`config.mk`:
```
export PLATFORM = sky130hd
export DESIGN_NAME = pcv_core
export DESIGN_NICKNAME = d
export VERILOG_FILES = /design/src/pcv_pkg.sv /design/src/pcv_stack.sv /design/src/pcv_core.sv
export SDC_FILE = /design/constraint.sdc
export NUM_CORES = 1
export LEC_CHECK = 0
export ABC_AREA = 1
export BUFFER_PORTS_ARGS = -buffer_cell sky130_fd_sc_hd__clkbuf_2
export CAP_MARGIN = 40
export CORE_UTILIZATION = 30
export CTS_CLUSTER_DIAMETER = 150
export DETAILED_ROUTE_END_ITERATION = 16
export PLACE_DENSITY_LB_ADDON = 0.15
export SKIP_CTS_REPAIR_TIMING = 1
export SYNTH_ARGS = -nofsm -noshare
export SYNTH_HDL_FRONTEND = slang
export SYNTH_SLANG_ARGS = --single-unit
```
`constraint.sdc`:
```
create_clock -name pclk -period 3.05 [get_ports pclk]
set_input_delay 0.1525 -clock pclk [delete_from_list [all_inputs] [get_ports pclk]]
set_output_delay 0.1525 -clock pclk [all_outputs]
set_load 0.02 [all_outputs]
```
`src/pcv_pkg.sv`:
```
// constants and types for the program counter sequencer
package pcv_pkg;
  localparam int PC_W        = 10;
  localparam int LO_W        = 8;
  localparam int HI_W        = PC_W - LO_W;
  localparam int STACK_DEPTH = 5;
  localparam int EVT_W       = 4;

  localparam logic [PC_W-1:0] RESET_VEC = 10'h000;
  localparam logic [PC_W-1:0] IRQ_VEC   = 10'h004;
  localparam logic [PC_W-1:0] PC_ONE    = 10'h001;
  localparam logic [LO_W-1:0] LO_ONE    = 8'h01;

  // apb register byte offsets
  localparam logic [7:0] ADDR_LATCH = 8'h00;
  localparam logic [7:0] ADDR_PC    = 8'h04;
  localparam logic [7:0] ADDR_WREG  = 8'h08;
  localparam logic [7:0] ADDR_FLAGS = 8'h0c;
  localparam logic [7:0] ADDR_EVT   = 8'h10;
  localparam logic [7:0] ADDR_MASK  = 8'h14;

  // flag register bit positions
  localparam int FLAG_TO = 0;
  localparam int FLAG_PD = 1;

  // event bit positions
  localparam int EVT_RESTART = 0;
  localparam int EVT_IRQ     = 1;
  localparam int EVT_REFUSED = 2;
  localparam int EVT_WRAP    = 3;

  typedef enum logic [2:0] {
    OP_SEQ,
    OP_JUMP,
    OP_CALL,
    OP_RET,
    OP_ADD_LOW,
    OP_WR_LOW
  } pcv_op_e;

  // one completed instruction as reported by the core
  typedef struct packed {
    pcv_op_e         op;
    logic [PC_W-1:0] target;
    logic [LO_W-1:0] data;
  } pcv_instr_s;

  // apb request fields
  typedef struct packed {
    logic        psel;
    logic        penable;
    logic        pwrite;
    logic [7:0]  paddr;
    logic [31:0] pwdata;
  } pcv_apb_s;
endpackage

```
`src/pcv_stack.sv`:
```
// five-entry return stack with wrap-around overflow
`timescale 1ns/1ps
`default_nettype none
module pcv_stack
  import pcv_pkg::*;
#(
  parameter int DEPTH = STACK_DEPTH,
  parameter int W     = PC_W
) (
  input  wire logic         pclk,
  input  wire logic         presetn,
  input  wire logic         clear,
  input  wire logic         push,
  input  wire logic         pop,
  input  wire logic [W-1:0] din,
  output logic      [W-1:0] dout,
  output logic              full
);
  localparam int SP_W  = $clog2(DEPTH);
  localparam int CNT_W = $clog2(DEPTH + 1);
  localparam logic [SP_W-1:0]  SP_LAST = SP_W'(DEPTH - 1);
  localparam logic [CNT_W-1:0] CNT_MAX = CNT_W'(DEPTH);

  logic [W-1:0]     mem [DEPTH];
  logic [SP_W-1:0]  sp_reg;
  logic [CNT_W-1:0] cnt_reg;
  logic [SP_W-1:0]  top_idx;

  // pointer to the next free slot, one above the top; overflow overwrites the oldest entry
  always_ff @(posedge pclk or negedge presetn) begin
    if (!presetn) begin
      sp_reg  <= '0;
      cnt_reg <= '0;
    end else if (clear) begin
      sp_reg  <= '0;
      cnt_reg <= '0;
    end else if (push) begin
      sp_reg  <= (sp_reg == SP_LAST) ? '0 : sp_reg + SP_W'(1);
      cnt_reg <= (cnt_reg == CNT_MAX) ? cnt_reg : cnt_reg + CNT_W'(1);
    end else if (pop) begin
      sp_reg  <= (sp_reg == '0) ? SP_LAST : sp_reg - SP_W'(1);
      cnt_reg <= (cnt_reg == '0) ? cnt_reg : cnt_reg - CNT_W'(1);
    end
  end

  // storage needs no reset, only the pointer and count do
  always_ff @(posedge pclk) begin
    if (push && !clear) begin
      mem[sp_reg] <= din;
    end
  end

  assign top_idx = (sp_reg == '0) ? SP_LAST : sp_reg - SP_W'(1);
  assign dout    = mem[top_idx];
  assign full    = (cnt_reg == CNT_MAX);
endmodule
`default_nettype wire

```
`src/pcv_core.sv`:
```
// program counter sequencer with reset, interrupt vectoring and apb registers
`timescale 1ns/1ps
`default_nettype none
module pcv_core
  import pcv_pkg::*;
#(
  parameter int DEPTH = STACK_DEPTH
) (
  input  wire logic                  pclk,
  input  wire logic                  presetn,
  input  wire logic                  psel,
  input  wire logic                  penable,
  input  wire logic                  pwrite,
  input  wire logic [7:0]            paddr,
  input  wire logic [31:0]           pwdata,
  output logic      [31:0]           prdata,
  output logic                       pready,
  output logic                       pslverr,
  input  wire logic                  wdt_expire,
  input  wire logic                  low_voltage_reset,
  input  wire logic                  wdt_clear,
  input  wire logic                  sleep_enter,
  input  wire logic                  irq_accept,
  input  wire logic                  instr_valid,
  input  wire pcv_pkg::pcv_instr_s   instr,
  output logic      [pcv_pkg::PC_W-1:0] fetch_addr,
  output logic                       stack_full,
  output logic                       irq
);
  import pcv_pkg::*;

  pcv_apb_s        bus;
  logic [PC_W-1:0] pc_reg;
  logic [PC_W-1:0] pc_next;
  logic [HI_W-1:0] pc_high_latch_reg;
  logic [LO_W-1:0] working_register_reg;
  logic            timeout_flag_reg;
  logic            powerdown_flag_reg;
  logic [EVT_W-1:0] evt_reg;
  logic [EVT_W-1:0] evt_next;
  logic [EVT_W-1:0] evt_set;
  logic [EVT_W-1:0] mask_reg;
  logic            restart;
  logic            irq_take;
  logic            irq_refused;
  logic            sw_pc_wr;
  logic            wr_fire;
  logic            rd_setup;
  logic            push;
  logic            pop;
  logic [PC_W-1:0] push_data;
  logic [PC_W-1:0] stack_top;
  logic            full_w;
  logic            low_wrap;
  logic [LO_W:0]   add_sum;

  // join latch bits with a new low byte, no carry into the top
  function automatic logic [PC_W-1:0] pc_join(input logic [HI_W-1:0] hi,
                                              input logic [LO_W-1:0] lo);
    pc_join = {hi, lo};
  endfunction

  // decode of mapped offsets
  function automatic logic addr_hit(input logic [7:0] a);
    addr_hit = (a == ADDR_LATCH) || (a == ADDR_PC) || (a == ADDR_WREG) ||
               (a == ADDR_FLAGS) || (a == ADDR_EVT) || (a == ADDR_MASK);
  endfunction

  //////////////////////////////////////////////////////////////////////////
  // bus decode
  assign bus      = '{psel: psel, penable: penable, pwrite: pwrite,
                      paddr: paddr, pwdata: pwdata};
  assign rd_setup = bus.psel && !bus.penable;
  assign wr_fire  = bus.psel && bus.penable && bus.pwrite && pready;
  assign sw_pc_wr = wr_fire && (bus.paddr == ADDR_PC);

  // both reset sources, watchdog and low voltage, share one restart path
  assign restart     = wdt_expire || low_voltage_reset;
  assign irq_take    = irq_accept && !full_w && !restart;
  assign irq_refused = irq_accept && full_w && !restart;

  //////////////////////////////////////////////////////////////////////////
  // next program counter; restart beats interrupt beats software beats core
  always_comb begin
    pc_next   = pc_reg;
    push      = 1'b0;
    pop       = 1'b0;
    push_data = pc_reg;
    low_wrap  = 1'b0;
    add_sum   = {1'b0, pc_reg[LO_W-1:0]} + {1'b0, working_register_reg};
    if (restart) begin
      pc_next = RESET_VEC;
    end else if (irq_take) begin
      push      = 1'b1;
      push_data = pc_reg;
      pc_next   = IRQ_VEC;
    end else if (sw_pc_wr) begin
      pc_next = pc_join(pc_high_latch_reg, bus.pwdata[LO_W-1:0]);
    end else if (instr_valid) begin
      unique case (instr.op)
        OP_SEQ: begin
          pc_next = pc_reg + PC_ONE;
        end
        OP_JUMP: begin
          pc_next = instr.target;
        end
        OP_CALL: begin
          push      = 1'b1;
          push_data = pc_reg + PC_ONE;
          pc_next   = instr.target;
        end
        OP_RET: begin
          pop     = 1'b1;
          pc_next = stack_top;
        end
        OP_ADD_LOW: begin
          // sum becomes the low byte, then steps by one
          low_wrap = add_sum[LO_W] || (add_sum[LO_W-1:0] == '1);
          pc_next  = pc_join(pc_high_latch_reg,
                             add_sum[LO_W-1:0] + LO_ONE);
        end
        OP_WR_LOW: begin
          low_wrap = (instr.data == '1);
          pc_next  = pc_join(pc_high_latch_reg, instr.data + LO_ONE);
        end
      endcase
    end
  end

  // program counter register
  always_ff @(posedge pclk or negedge presetn) begin
    if (!presetn) begin
      pc_reg <= RESET_VEC;
    end else begin
      pc_reg <= pc_next;
    end
  end

  assign fetch_addr = pc_reg;

  pcv_stack #(
    .DEPTH (DEPTH),
    .W     (PC_W)
  ) u_stack (
    .pclk    (pclk),
    .presetn (presetn),
    .clear   (restart),
    .push    (push),
    .pop     (pop),
    .din     (push_data),
    .dout    (stack_top),
    .full    (full_w)
  );

  // registered copy so the port comes from a flop
  always_ff @(posedge pclk or negedge presetn) begin
    if (!presetn) begin
      stack_full <= 1'b0;
    end else begin
      stack_full <= full_w && !restart;
    end
  end

  //////////////////////////////////////////////////////////////////////////
  // latch and working register; never touched by interrupt entry
  always_ff @(posedge pclk or negedge presetn) begin
    if (!presetn) begin
      pc_high_latch_reg    <= '0;
      working_register_reg <= '0;
    end else if (restart) begin
      pc_high_latch_reg    <= '0;
      working_register_reg <= '0;
    end else if (wr_fire) begin
      if (bus.paddr == ADDR_LATCH) begin
        pc_high_latch_reg <= bus.pwdata[HI_W-1:0];
      end
      if (bus.paddr == ADDR_WREG) begin
        working_register_reg <= bus.pwdata[LO_W-1:0];
      end
    end
  end

  // reset kind flags: watchdog clears timeout, sleep clears power-down
  always_ff @(posedge pclk or negedge presetn) begin
    if (!presetn) begin
      timeout_flag_reg   <= 1'b1;
      powerdown_flag_reg <= 1'b1;
    end else if (wdt_expire) begin
      timeout_flag_reg   <= 1'b0;
      powerdown_flag_reg <= 1'b1;
    end else if (low_voltage_reset || wdt_clear) begin
      timeout_flag_reg   <= 1'b1;
      powerdown_flag_reg <= 1'b1;
    end else if (sleep_enter) begin
      powerdown_flag_reg <= 1'b0;
    end
  end

  //////////////////////////////////////////////////////////////////////////
  // sticky events, write one to clear; a set in the same cycle wins
  always_comb begin
    evt_set = '0;
    evt_set[EVT_RESTART] = restart;
    evt_set[EVT_IRQ]     = irq_take;
    evt_set[EVT_REFUSED] = irq_refused;
    evt_set[EVT_WRAP]    = low_wrap && instr_valid && !restart && !irq_take &&
                           !sw_pc_wr;
    evt_next = evt_reg;
    if (wr_fire && (bus.paddr == ADDR_EVT)) begin
      evt_next = evt_reg & ~bus.pwdata[EVT_W-1:0];
    end
    evt_next = evt_next | evt_set;
  end

  // event, mask and interrupt line; events survive a restart so software sees it
  always_ff @(posedge pclk or negedge presetn) begin
    if (!presetn) begin
      evt_reg  <= '0;
      mask_reg <= '0;
      irq      <= 1'b0;
    end else begin
      evt_reg <= evt_next;
      if (wr_fire && (bus.paddr == ADDR_MASK)) begin
        mask_reg <= bus.pwdata[EVT_W-1:0];
      end
      irq <= |(evt_reg & mask_reg);
    end
  end

  //////////////////////////////////////////////////////////////////////////
  // apb slave: zero wait states, data captured in setup cycle
  always_ff @(posedge pclk or negedge presetn) begin
    if (!presetn) begin
      pready  <= 1'b0;
      pslverr <= 1'b0;
      prdata  <= '0;
    end else begin
      pready  <= rd_setup;
      pslverr <= rd_setup && !addr_hit(bus.paddr);
      prdata  <= '0;
      if (rd_setup && !bus.pwrite) begin
        unique case (bus.paddr)
          ADDR_LATCH: prdata <= 32'(pc_high_latch_reg);
          ADDR_PC:    prdata <= 32'(pc_reg);
          ADDR_WREG:  prdata <= 32'(working_register_reg);
          ADDR_FLAGS: prdata <= 32'({powerdown_flag_reg, timeout_flag_reg});
          ADDR_EVT:   prdata <= 32'(evt_reg);
          ADDR_MASK:  prdata <= 32'(mask_reg);
          default:    prdata <= '0;
        endcase
      end
    end
  end

  //////////////////////////////////////////////////////////////////////////
  // checks
  property p_restart_vec;
    @(posedge pclk) disable iff (!presetn)
      restart |=> (pc_reg == RESET_VEC) && (pc_high_latch_reg == '0);
  endproperty
  a_restart_vec: assert property (p_restart_vec) else $error("restart not at zero");

  property p_lvr_same;
    @(posedge pclk) disable iff (!presetn)
      (low_voltage_reset && !wdt_expire) |=> (pc_reg == RESET_VEC) && timeout_flag_reg;
  endproperty
  a_lvr_same: assert property (p_lvr_same) else $error("low voltage restart differs");

  property p_wdt_flag;
    @(posedge pclk) disable iff (!presetn)
      wdt_expire |=> !timeout_flag_reg && powerdown_flag_reg;
  endproperty
  a_wdt_flag: assert property (p_wdt_flag) else $error("watchdog flags wrong");

  property p_irq_vec;
    @(posedge pclk) disable iff (!presetn)
      irq_take |=> (pc_reg == IRQ_VEC) ##1 evt_reg[EVT_IRQ];
  endproperty
  a_irq_vec: assert property (p_irq_vec) else $error("interrupt entry wrong");

  property p_irq_push;
    @(posedge pclk) disable iff (!presetn)
      irq_take |=> stack_top == $past(pc_reg);
  endproperty
  a_irq_push: assert property (p_irq_push) else $error("return address not pushed");

  property p_irq_keep;
    @(posedge pclk) disable iff (!presetn)
      irq_take |=> $stable(working_register_reg) && $stable(timeout_flag_reg);
  endproperty
  a_irq_keep: assert property (p_irq_keep) else $error("context changed on entry");

  property p_add_low;
    @(posedge pclk) disable iff (!presetn)
      (instr_valid && instr.op == OP_ADD_LOW && !restart && !irq_take && !sw_pc_wr)
      |=> (pc_reg[LO_W-1:0] == LO_W'($past(pc_reg[LO_W-1:0]) +
           $past(working_register_reg) + LO_ONE)) &&
          (pc_reg[PC_W-1:LO_W] == $past(pc_high_latch_reg));
  endproperty
  a_add_low: assert property (p_add_low) else $error("computed jump wrong");

  property p_seq;
    @(posedge pclk) disable iff (!presetn)
      (instr_valid && instr.op == OP_SEQ && !restart && !irq_take && !sw_pc_wr)
      |=> pc_reg == PC_W'($past(pc_reg) + PC_ONE);
  endproperty
  a_seq: assert property (p_seq) else $error("sequential step wrong");

  property p_depth;
    @(posedge pclk) disable iff (!presetn)
      restart |=> !stack_full ##1 !full_w;
  endproperty
  a_depth: assert property (p_depth) else $error("stack not reset to top");
endmodule
`default_nettype wire

```
After elaboration in Yosys (flattened, before gate mapping)
Memory sizes are Yosys's and may differ from the RTL's.
Index checks and enable logic that the tools add are counted.
{ "word_totals": {"regBits": 72, "mem_bits_rw": 50, "input_bits": 72, "out_inout_bits": 46, "wordCells": 144, "memories": 1} }
{ "mem_list": {"columns": ["memory", "words", "width", "rd", "rd_ports_with_merged_regs", "write_ports", "line_no", "source"], "rows": [
  ["u_stack.mem", 5, 10, 1, 0, 1, "pcv_stack.sv:24", "logic [W-1:0] mem [DEPTH];"]
]} }
{ "op_classes": {"addsub": 8, "n_eq_ne": 16, "muxes": 51, "n_bitwise": 4, "reduce_logical": 50} }
{ "op_table": {"columns": ["operator", "n"], "rows": [
  ["$mux 10", 10],
  ["$pmux 10 s6", 1],
  ["$pmux 10 s5", 1],
  ["$mux 3", 10],
  ["$mux 8", 3],
  ["$mux 1", 21],
  ["$logic_and 1x1->1", 19],
  ["$add 8x1->8 const B", 2],
  ["$eq 8x4->1 const B", 2],
  ["$eq 8x5->1 const B", 2],
  ["$eq 8x8->1 const B", 2],
  ["$eq 3x3->1 const B", 4],
  ["$add 10x1->10 const B", 1],
  ["$add 8x8->9", 1],
  ["$logic_not 3->1", 3],
  ["$and 4x4->4", 2],
  ["$eq 8x3->1 const B", 1],
  ["$logic_not 8->1", 1],
  ["$logic_or 1x1->1", 8],
  ["$reduce_bool 2->1", 4],
  ["$logic_not 1->1", 7],
  ["$add 3x1->3 const B", 2],
  ["$eq 3x2->1 const B", 2],
  ["$mux 2", 3],
  ["14 further kinds", 17]
]} }

Depth between registers and ports, before layout
{ "logic_depth": {"depth_word": 13, "depth_mapped": 18, "mapped_depth_nobuf": 18} }

By module
From an unflattened synthesis, not the netlist that was laid out.
{ "unflattened": {"cells_unflattened": 779, "hier_area_um2": 6072.1} }
{ "by_module_without_submodules": {"columns": ["mod", "n_inst", "cells_each", "area_each_um2", "seq_area_each_um2"], "rows": [
  ["pcv_core", 1, 497, 3393.3, 1103.6],
  ["pcv_stack", 1, 282, 2678.8, 1651.6]
]} }

Worst setup path before layout
Ideal clock, no wire load.
{ "synth_timing": {"path_type": "flip-flop to flip-flop", "from": "register pready", "to": "memory u_stack.mem[1][0] (netlist name) (enable)", "setup_time_ns": 0.404, "t_arrival_ns": 2.381, "t_required_ns": 2.646, "slack_ns": 0.266, "path_stages_with_launch": 8, "n_path_buf": 0, "synth_period_minus_slack_ns": 2.784, "cell_sequence": "dfrtp_1 nand4_1 nor2_8 nor3_4 nor2_2 nor2_2 inv_2 nor4_1"} }
{ "synth_between": {"elab_chain_len": 8} }
{ "synth_lines": {"columns": ["item", "line_no", "source"], "rows": [
  ["from (decl)", "pcv_core.sv:17", "output logic pready,"],
  ["from (signal assigned)", "pcv_core.sv:238", "pready <= rd_setup;"],
  ["$logic_and 1x1->1", "pcv_core.sv:74", "assign wr_fire = bus.psel && bus.penable && bus.pwrite && pready;"],
  ["$logic_and 1x1->1", "pcv_core.sv:75", "assign sw_pc_wr = wr_fire && (bus.paddr == ADDR_PC);"],
  ["$mux 1", "pcv_core.sv:97", "end else if (sw_pc_wr) begin"],
  ["$mux 1", "pcv_core.sv:93", "end else if (irq_take) begin"],
  ["$mux 1", "pcv_core.sv:91", "if (restart) begin"],
  ["$logic_and 1x1->1", "pcv_stack.sv:48", "if (push && !clear) begin"],
  ["$mux 1", "pcv_stack.sv:48", null],
  ["$mux 1 (not written as such)", "pcv_stack.sv:49", "mem[sp_reg] <= din;"],
  ["to (decl)", "pcv_stack.sv:24", null]
]} }
Every way passes these cells.

Worst setup path in the final report
{ "layout_timing": {"from": "register u_stack.sp_reg[0]", "to": "register pc_reg[7], in the netlist fetch_addr[7]"} }
{ "layout_between": {"elab_chain_len": 8, "elab_cells_between_ends": 9, "classes_between": "add/sub (1); mux (6); reduce/logical (1); memory (1)"} }
{ "layout_lines": {"columns": ["item", "line_no", "source"], "rows": [
  ["from (decl)", "pcv_stack.sv:25", "logic [SP_W-1:0] sp_reg;"],
  ["from (signal assigned)", "pcv_stack.sv:38", "sp_reg <= (sp_reg == SP_LAST) ? '0 : sp_reg + SP_W'(1);"],
  ["from (signal assigned)", "pcv_stack.sv:41", "sp_reg <= (sp_reg == '0) ? SP_LAST : sp_reg - SP_W'(1);"],
  ["$sub 3x1->3 / $logic_not 3->1 (equally long branches)", "pcv_stack.sv:53", "assign top_idx = (sp_reg == '0) ? SP_LAST : sp_reg - SP_W'(1);"],
  ["$mux 3 *", "pcv_stack.sv:53", null],
  ["$mem_v2 5x10 *", null, null],
  ["$pmux 10 s5 *", "pcv_core.sv:100", "unique case (instr.op)"],
  ["$mux 10 *", "pcv_core.sv:99", "end else if (instr_valid) begin"],
  ["$mux 10 *", "pcv_core.sv:97", null],
  ["$mux 10 *", "pcv_core.sv:93", null],
  ["$mux 10 *", "pcv_core.sv:91", null],
  ["to (signal assigned)", "pcv_core.sv:135", "pc_reg <= pc_next;"],
  ["to (decl)", "pcv_core.sv:33", "logic [PC_W-1:0] pc_reg;"]
]} }
Mark *: on every way between the ends. The rest lies on a longest branch, timed or not. The select of a mux whose other input is x is not followed.
A chain may end at the register's enable or synchronous reset.

==> results.json <==
{
  "finalSetupViolCount": 0,
  "route.detailed.drc": 0,
  "vias": 5020,
  "leakagePower_nw": 3.13,
  "critical_path.cell_chain": "inv_1 > ha_1 > ha_1 > nor2_1 > inv_2 > nand2_1 > nand3_1 > nand2_1 > nand2_1 > a221oi_1 > nand2_1 > nand2_1 > nand2_1 > nand2_1 > nand2_1",
  "cts_max_level": 3,
  "first_pass_iters": 5,
  "slowest_stage": "dfrtp_1",
  "synthMuxAreaShare_pct": 0,
  "avgRoutedWirePerCell_um": 16.1,
  "synth-xor-area-share_pct": 1.62,
  "period_share_pct": 86.0,
  "critical_path_peak_fanout": 19,
  "synth_largest_area_cell": "edfxtp_1",
  "tns_ns": 0,
  "start_util_pct": 30.5,
  "min_period_ns": 2.62,
  "yosysUniqueCellTypes": 46,
  "status": "finished with violations",
  "tightest_slew_ns": 0.735,
  "finalHoldViolCount": 1,
  "clkSinkCount": 100,
  "startpoint_type": "flip-flop",
  "power.total_mw": 3.02,
  "clk_latency_ns": 0.35,
  "grt_pass1_vias": 4836,
  "synth_seq_cells": 100,
  "power_density_nw_per_um2": 435,
  "violations": "hold timing",
  "synth_common_cells": "153 x nand2_1, 83 x inv_1, 50 x edfxtp_1, 50 x nand3_1, 48 x dfrtp_1",
  "dieHeight_um": 143,
  "drv_slew": 0,
  "final_net_count": 875,
  "grt_max_degree": 20,
  "rsz0062_at_grt": "false",
  "synth.area.top_cells": "edfxtp_1 25%, dfrtp_1 20%, nand2_1 9.7%",
  "ys_warn_count": 0,
  "r2r_cells": 15,
  "synth_flop_cell": "edfxtp_1",
  "coreArea_um2": 19500,
  "top_register": "u_stack.mem",
  "drive_gt1_share_pct": 20.6,
  "syn_avg_cell_area_um2": 8.48,
  "grt_usage_pct": 17.2,
  "synth_simple_gate_area_share_pct": 25.1,
  "io_pins": 118,
  "path_delay_family": "simple AND/OR/NAND/NOR gates",
  "path_clk_slew_ns": 0.07,
  "drt_iter0_drc": 331,
  "worst_r2r_startpoint": "u_stack.sp_reg[0]",
  "largest_reg_flops": 50,
  "crit_top_cell": "nand2_1",
  "max_freq_mhz": 381,
  "min_to": "timeout_flag_reg",
  "ant_nets": 0,
  "viasPerCell": 4.75,
  "holdWs_ns": -0.0159,
  "gp_congestion": 0.843,
  "synth_most_common_cell": "nand2_1",
  "ff2ff_setup_slack_ns": 0.43,
  "grt_first_pass_wirelength_mm": 26.0,
  "synth_compound_area_share_pct": 12.6,
  "synth_top_area_share_pct": 25.3,
  "maxSlewHeadroom_pct": 50.5,
  "cts_tree": "done",
  "chipWidth_um": 143,
  "die_area_um2": 20400,
  "cts_root_buf": "clkbuf_16",
  "syn_to_final_growth_pct": 16.8,
  "place_hpwl_mm": 13.2,
  "port-buffer-count": 71,
  "worstHoldStart": "wdt_expire",
  "timing.critical_path.buf_inv": 2,
  "synth_fa_ha_area_share_pct": 3.62,
  "async_reset_ff_share_pct": 50.0,
  "end_kind": "flip-flop",
  "placed_area_um2": 6630,
  "synth-edff-count": 50,
  "antenna_found_initial": 0,
  "netlist_area_um2": 5940,
  "hold_depth": 2,
  "ys_seq_area_share_pct": 46.4,
  "rr_endpoint": "fetch_addr[7]",
  "clock_skew_ns": 0.00816,
  "synth_top_family_by_area": "simple AND/OR/NAND/NOR gates",
  "crit_type": "reg -> reg",
  "fin_area_um2": 6940,
  "cp-startpoint": "u_stack.sp_reg[0]",
  "fillers": 2045,
  "worstHoldPathType": "in -> reg",
  "overflow": 0,
  "drv_cap": 0,
  "numCtsBuffers": 9,
  "wl_mm": 17.1,
  "required_ns": 3.30,
  "diodes": 0,
  "vdd.ir_drop.worst_uv": 254,
  "synthCells": 701,
  "post-route-util_pct": 35.7,
  "critical_path.max_stage_delay_ns": 0.47,
  "std_cell_rows": 51,
  "cp.arrival_ns": 2.87,
  "clockBufferDepth": 2
}
==> cell families after synthesis <==
logic type,Yosys count
simple gates,309
buf+inv,137
compound gates,127
flops,100
fa+ha+maj,16
xor+xnor,11
other cells,1
==> cell usage in the layout, fill, tap and decap left out, drive strengths merged <==
| cell type | count |
|---|---|
| nand2 | 160 |
| a221oi | 5 |
| xnor2 | 3 |
| inv | 106 |
| nor4 | 5 |
| nand3b | 2 |
| dfstp | 2 |
| o2111ai | 1 |
| clkinv | 2 |
| edfxtp | 50 |
| nor2 | 58 |
| nor3 | 17 |
| a21oi | 24 |
| dlygate4sd3 | 3 |
| clkinvlp | 1 |
| nand4 | 11 |
| a211oi | 1 |
| clkbuf | 80 |
| xor2 | 8 |
| buf | 15 |
| or2 | 1 |
| ha | 14 |
| o221ai | 4 |
| o21ai | 58 |
| fa | 2 |
| o211ai | 14 |
| a31oi | 3 |
| a22oi | 1 |
| o31ai | 2 |
| conb | 22 |
| nor3b | 1 |
| nand3 | 54 |
| o22ai | 14 |
| dfrtp | 48 |
==> through the flow <==
stage / setup slack (ns) / instances / hold WS (ns)
2_1_floorplan: 0.266 / 722 / -0.143
3_5_place_dp: 0.416 / 1038 / 0.180
3_3_place_gp: 0.485 / 1037 / 0.298
5_1_grt: 0.140 / 1057 / 0.00992
4_1_cts: 0.382 / 1054 / -0.208
6_report: 0.427 / 1057 / -0.0159
==> layout make-up <==
class                      instances  area, um2  share of cell area (%)
multi-input combinational        485       2670                    38.5
inverter                         102        385                    5.55
sequential                       100       2760                    39.7
clock buffer                       9        225                    3.24
tap                              265        332                    4.78
clock inverter                     7       56.3                   0.811
timing repair buffer              89        518                    7.46
==> worst max path at each step <==
stage	end	slack, ns	cells after the start
2_1_floorplan	u_stack.mem[1][0]	0.27	7
3_3_place_gp	fetch_addr[7]	0.48	15
3_5_place_dp	fetch_addr[7]	0.42	15
4_1_cts	fetch_addr[7]	0.38	15
5_1_grt	fetch_addr[7]	0.14	15
6_report	fetch_addr[7]	0.43	15
==> where the power goes <==
part           internal, mW  total, mW  leakage (nW)  switching [mW]
clock network         0.566       1.12         0.137           0.556
logic                 0.134      0.435          1.85           0.301
registers              1.44       1.46          1.13          0.0241
total                  2.14       3.02          3.13           0.881
==> routing by layer <==
layer,GRT usage [%],part of all wire (%),up-vias
met5,0,0,-
met4,7.02,2.7,0
met3,2.35,3.6,27
met2,28.8,49,120
met1,22.2,45,2381
li1,-,-,2492
Note: power is estimated with default switching activity, not from simulation.
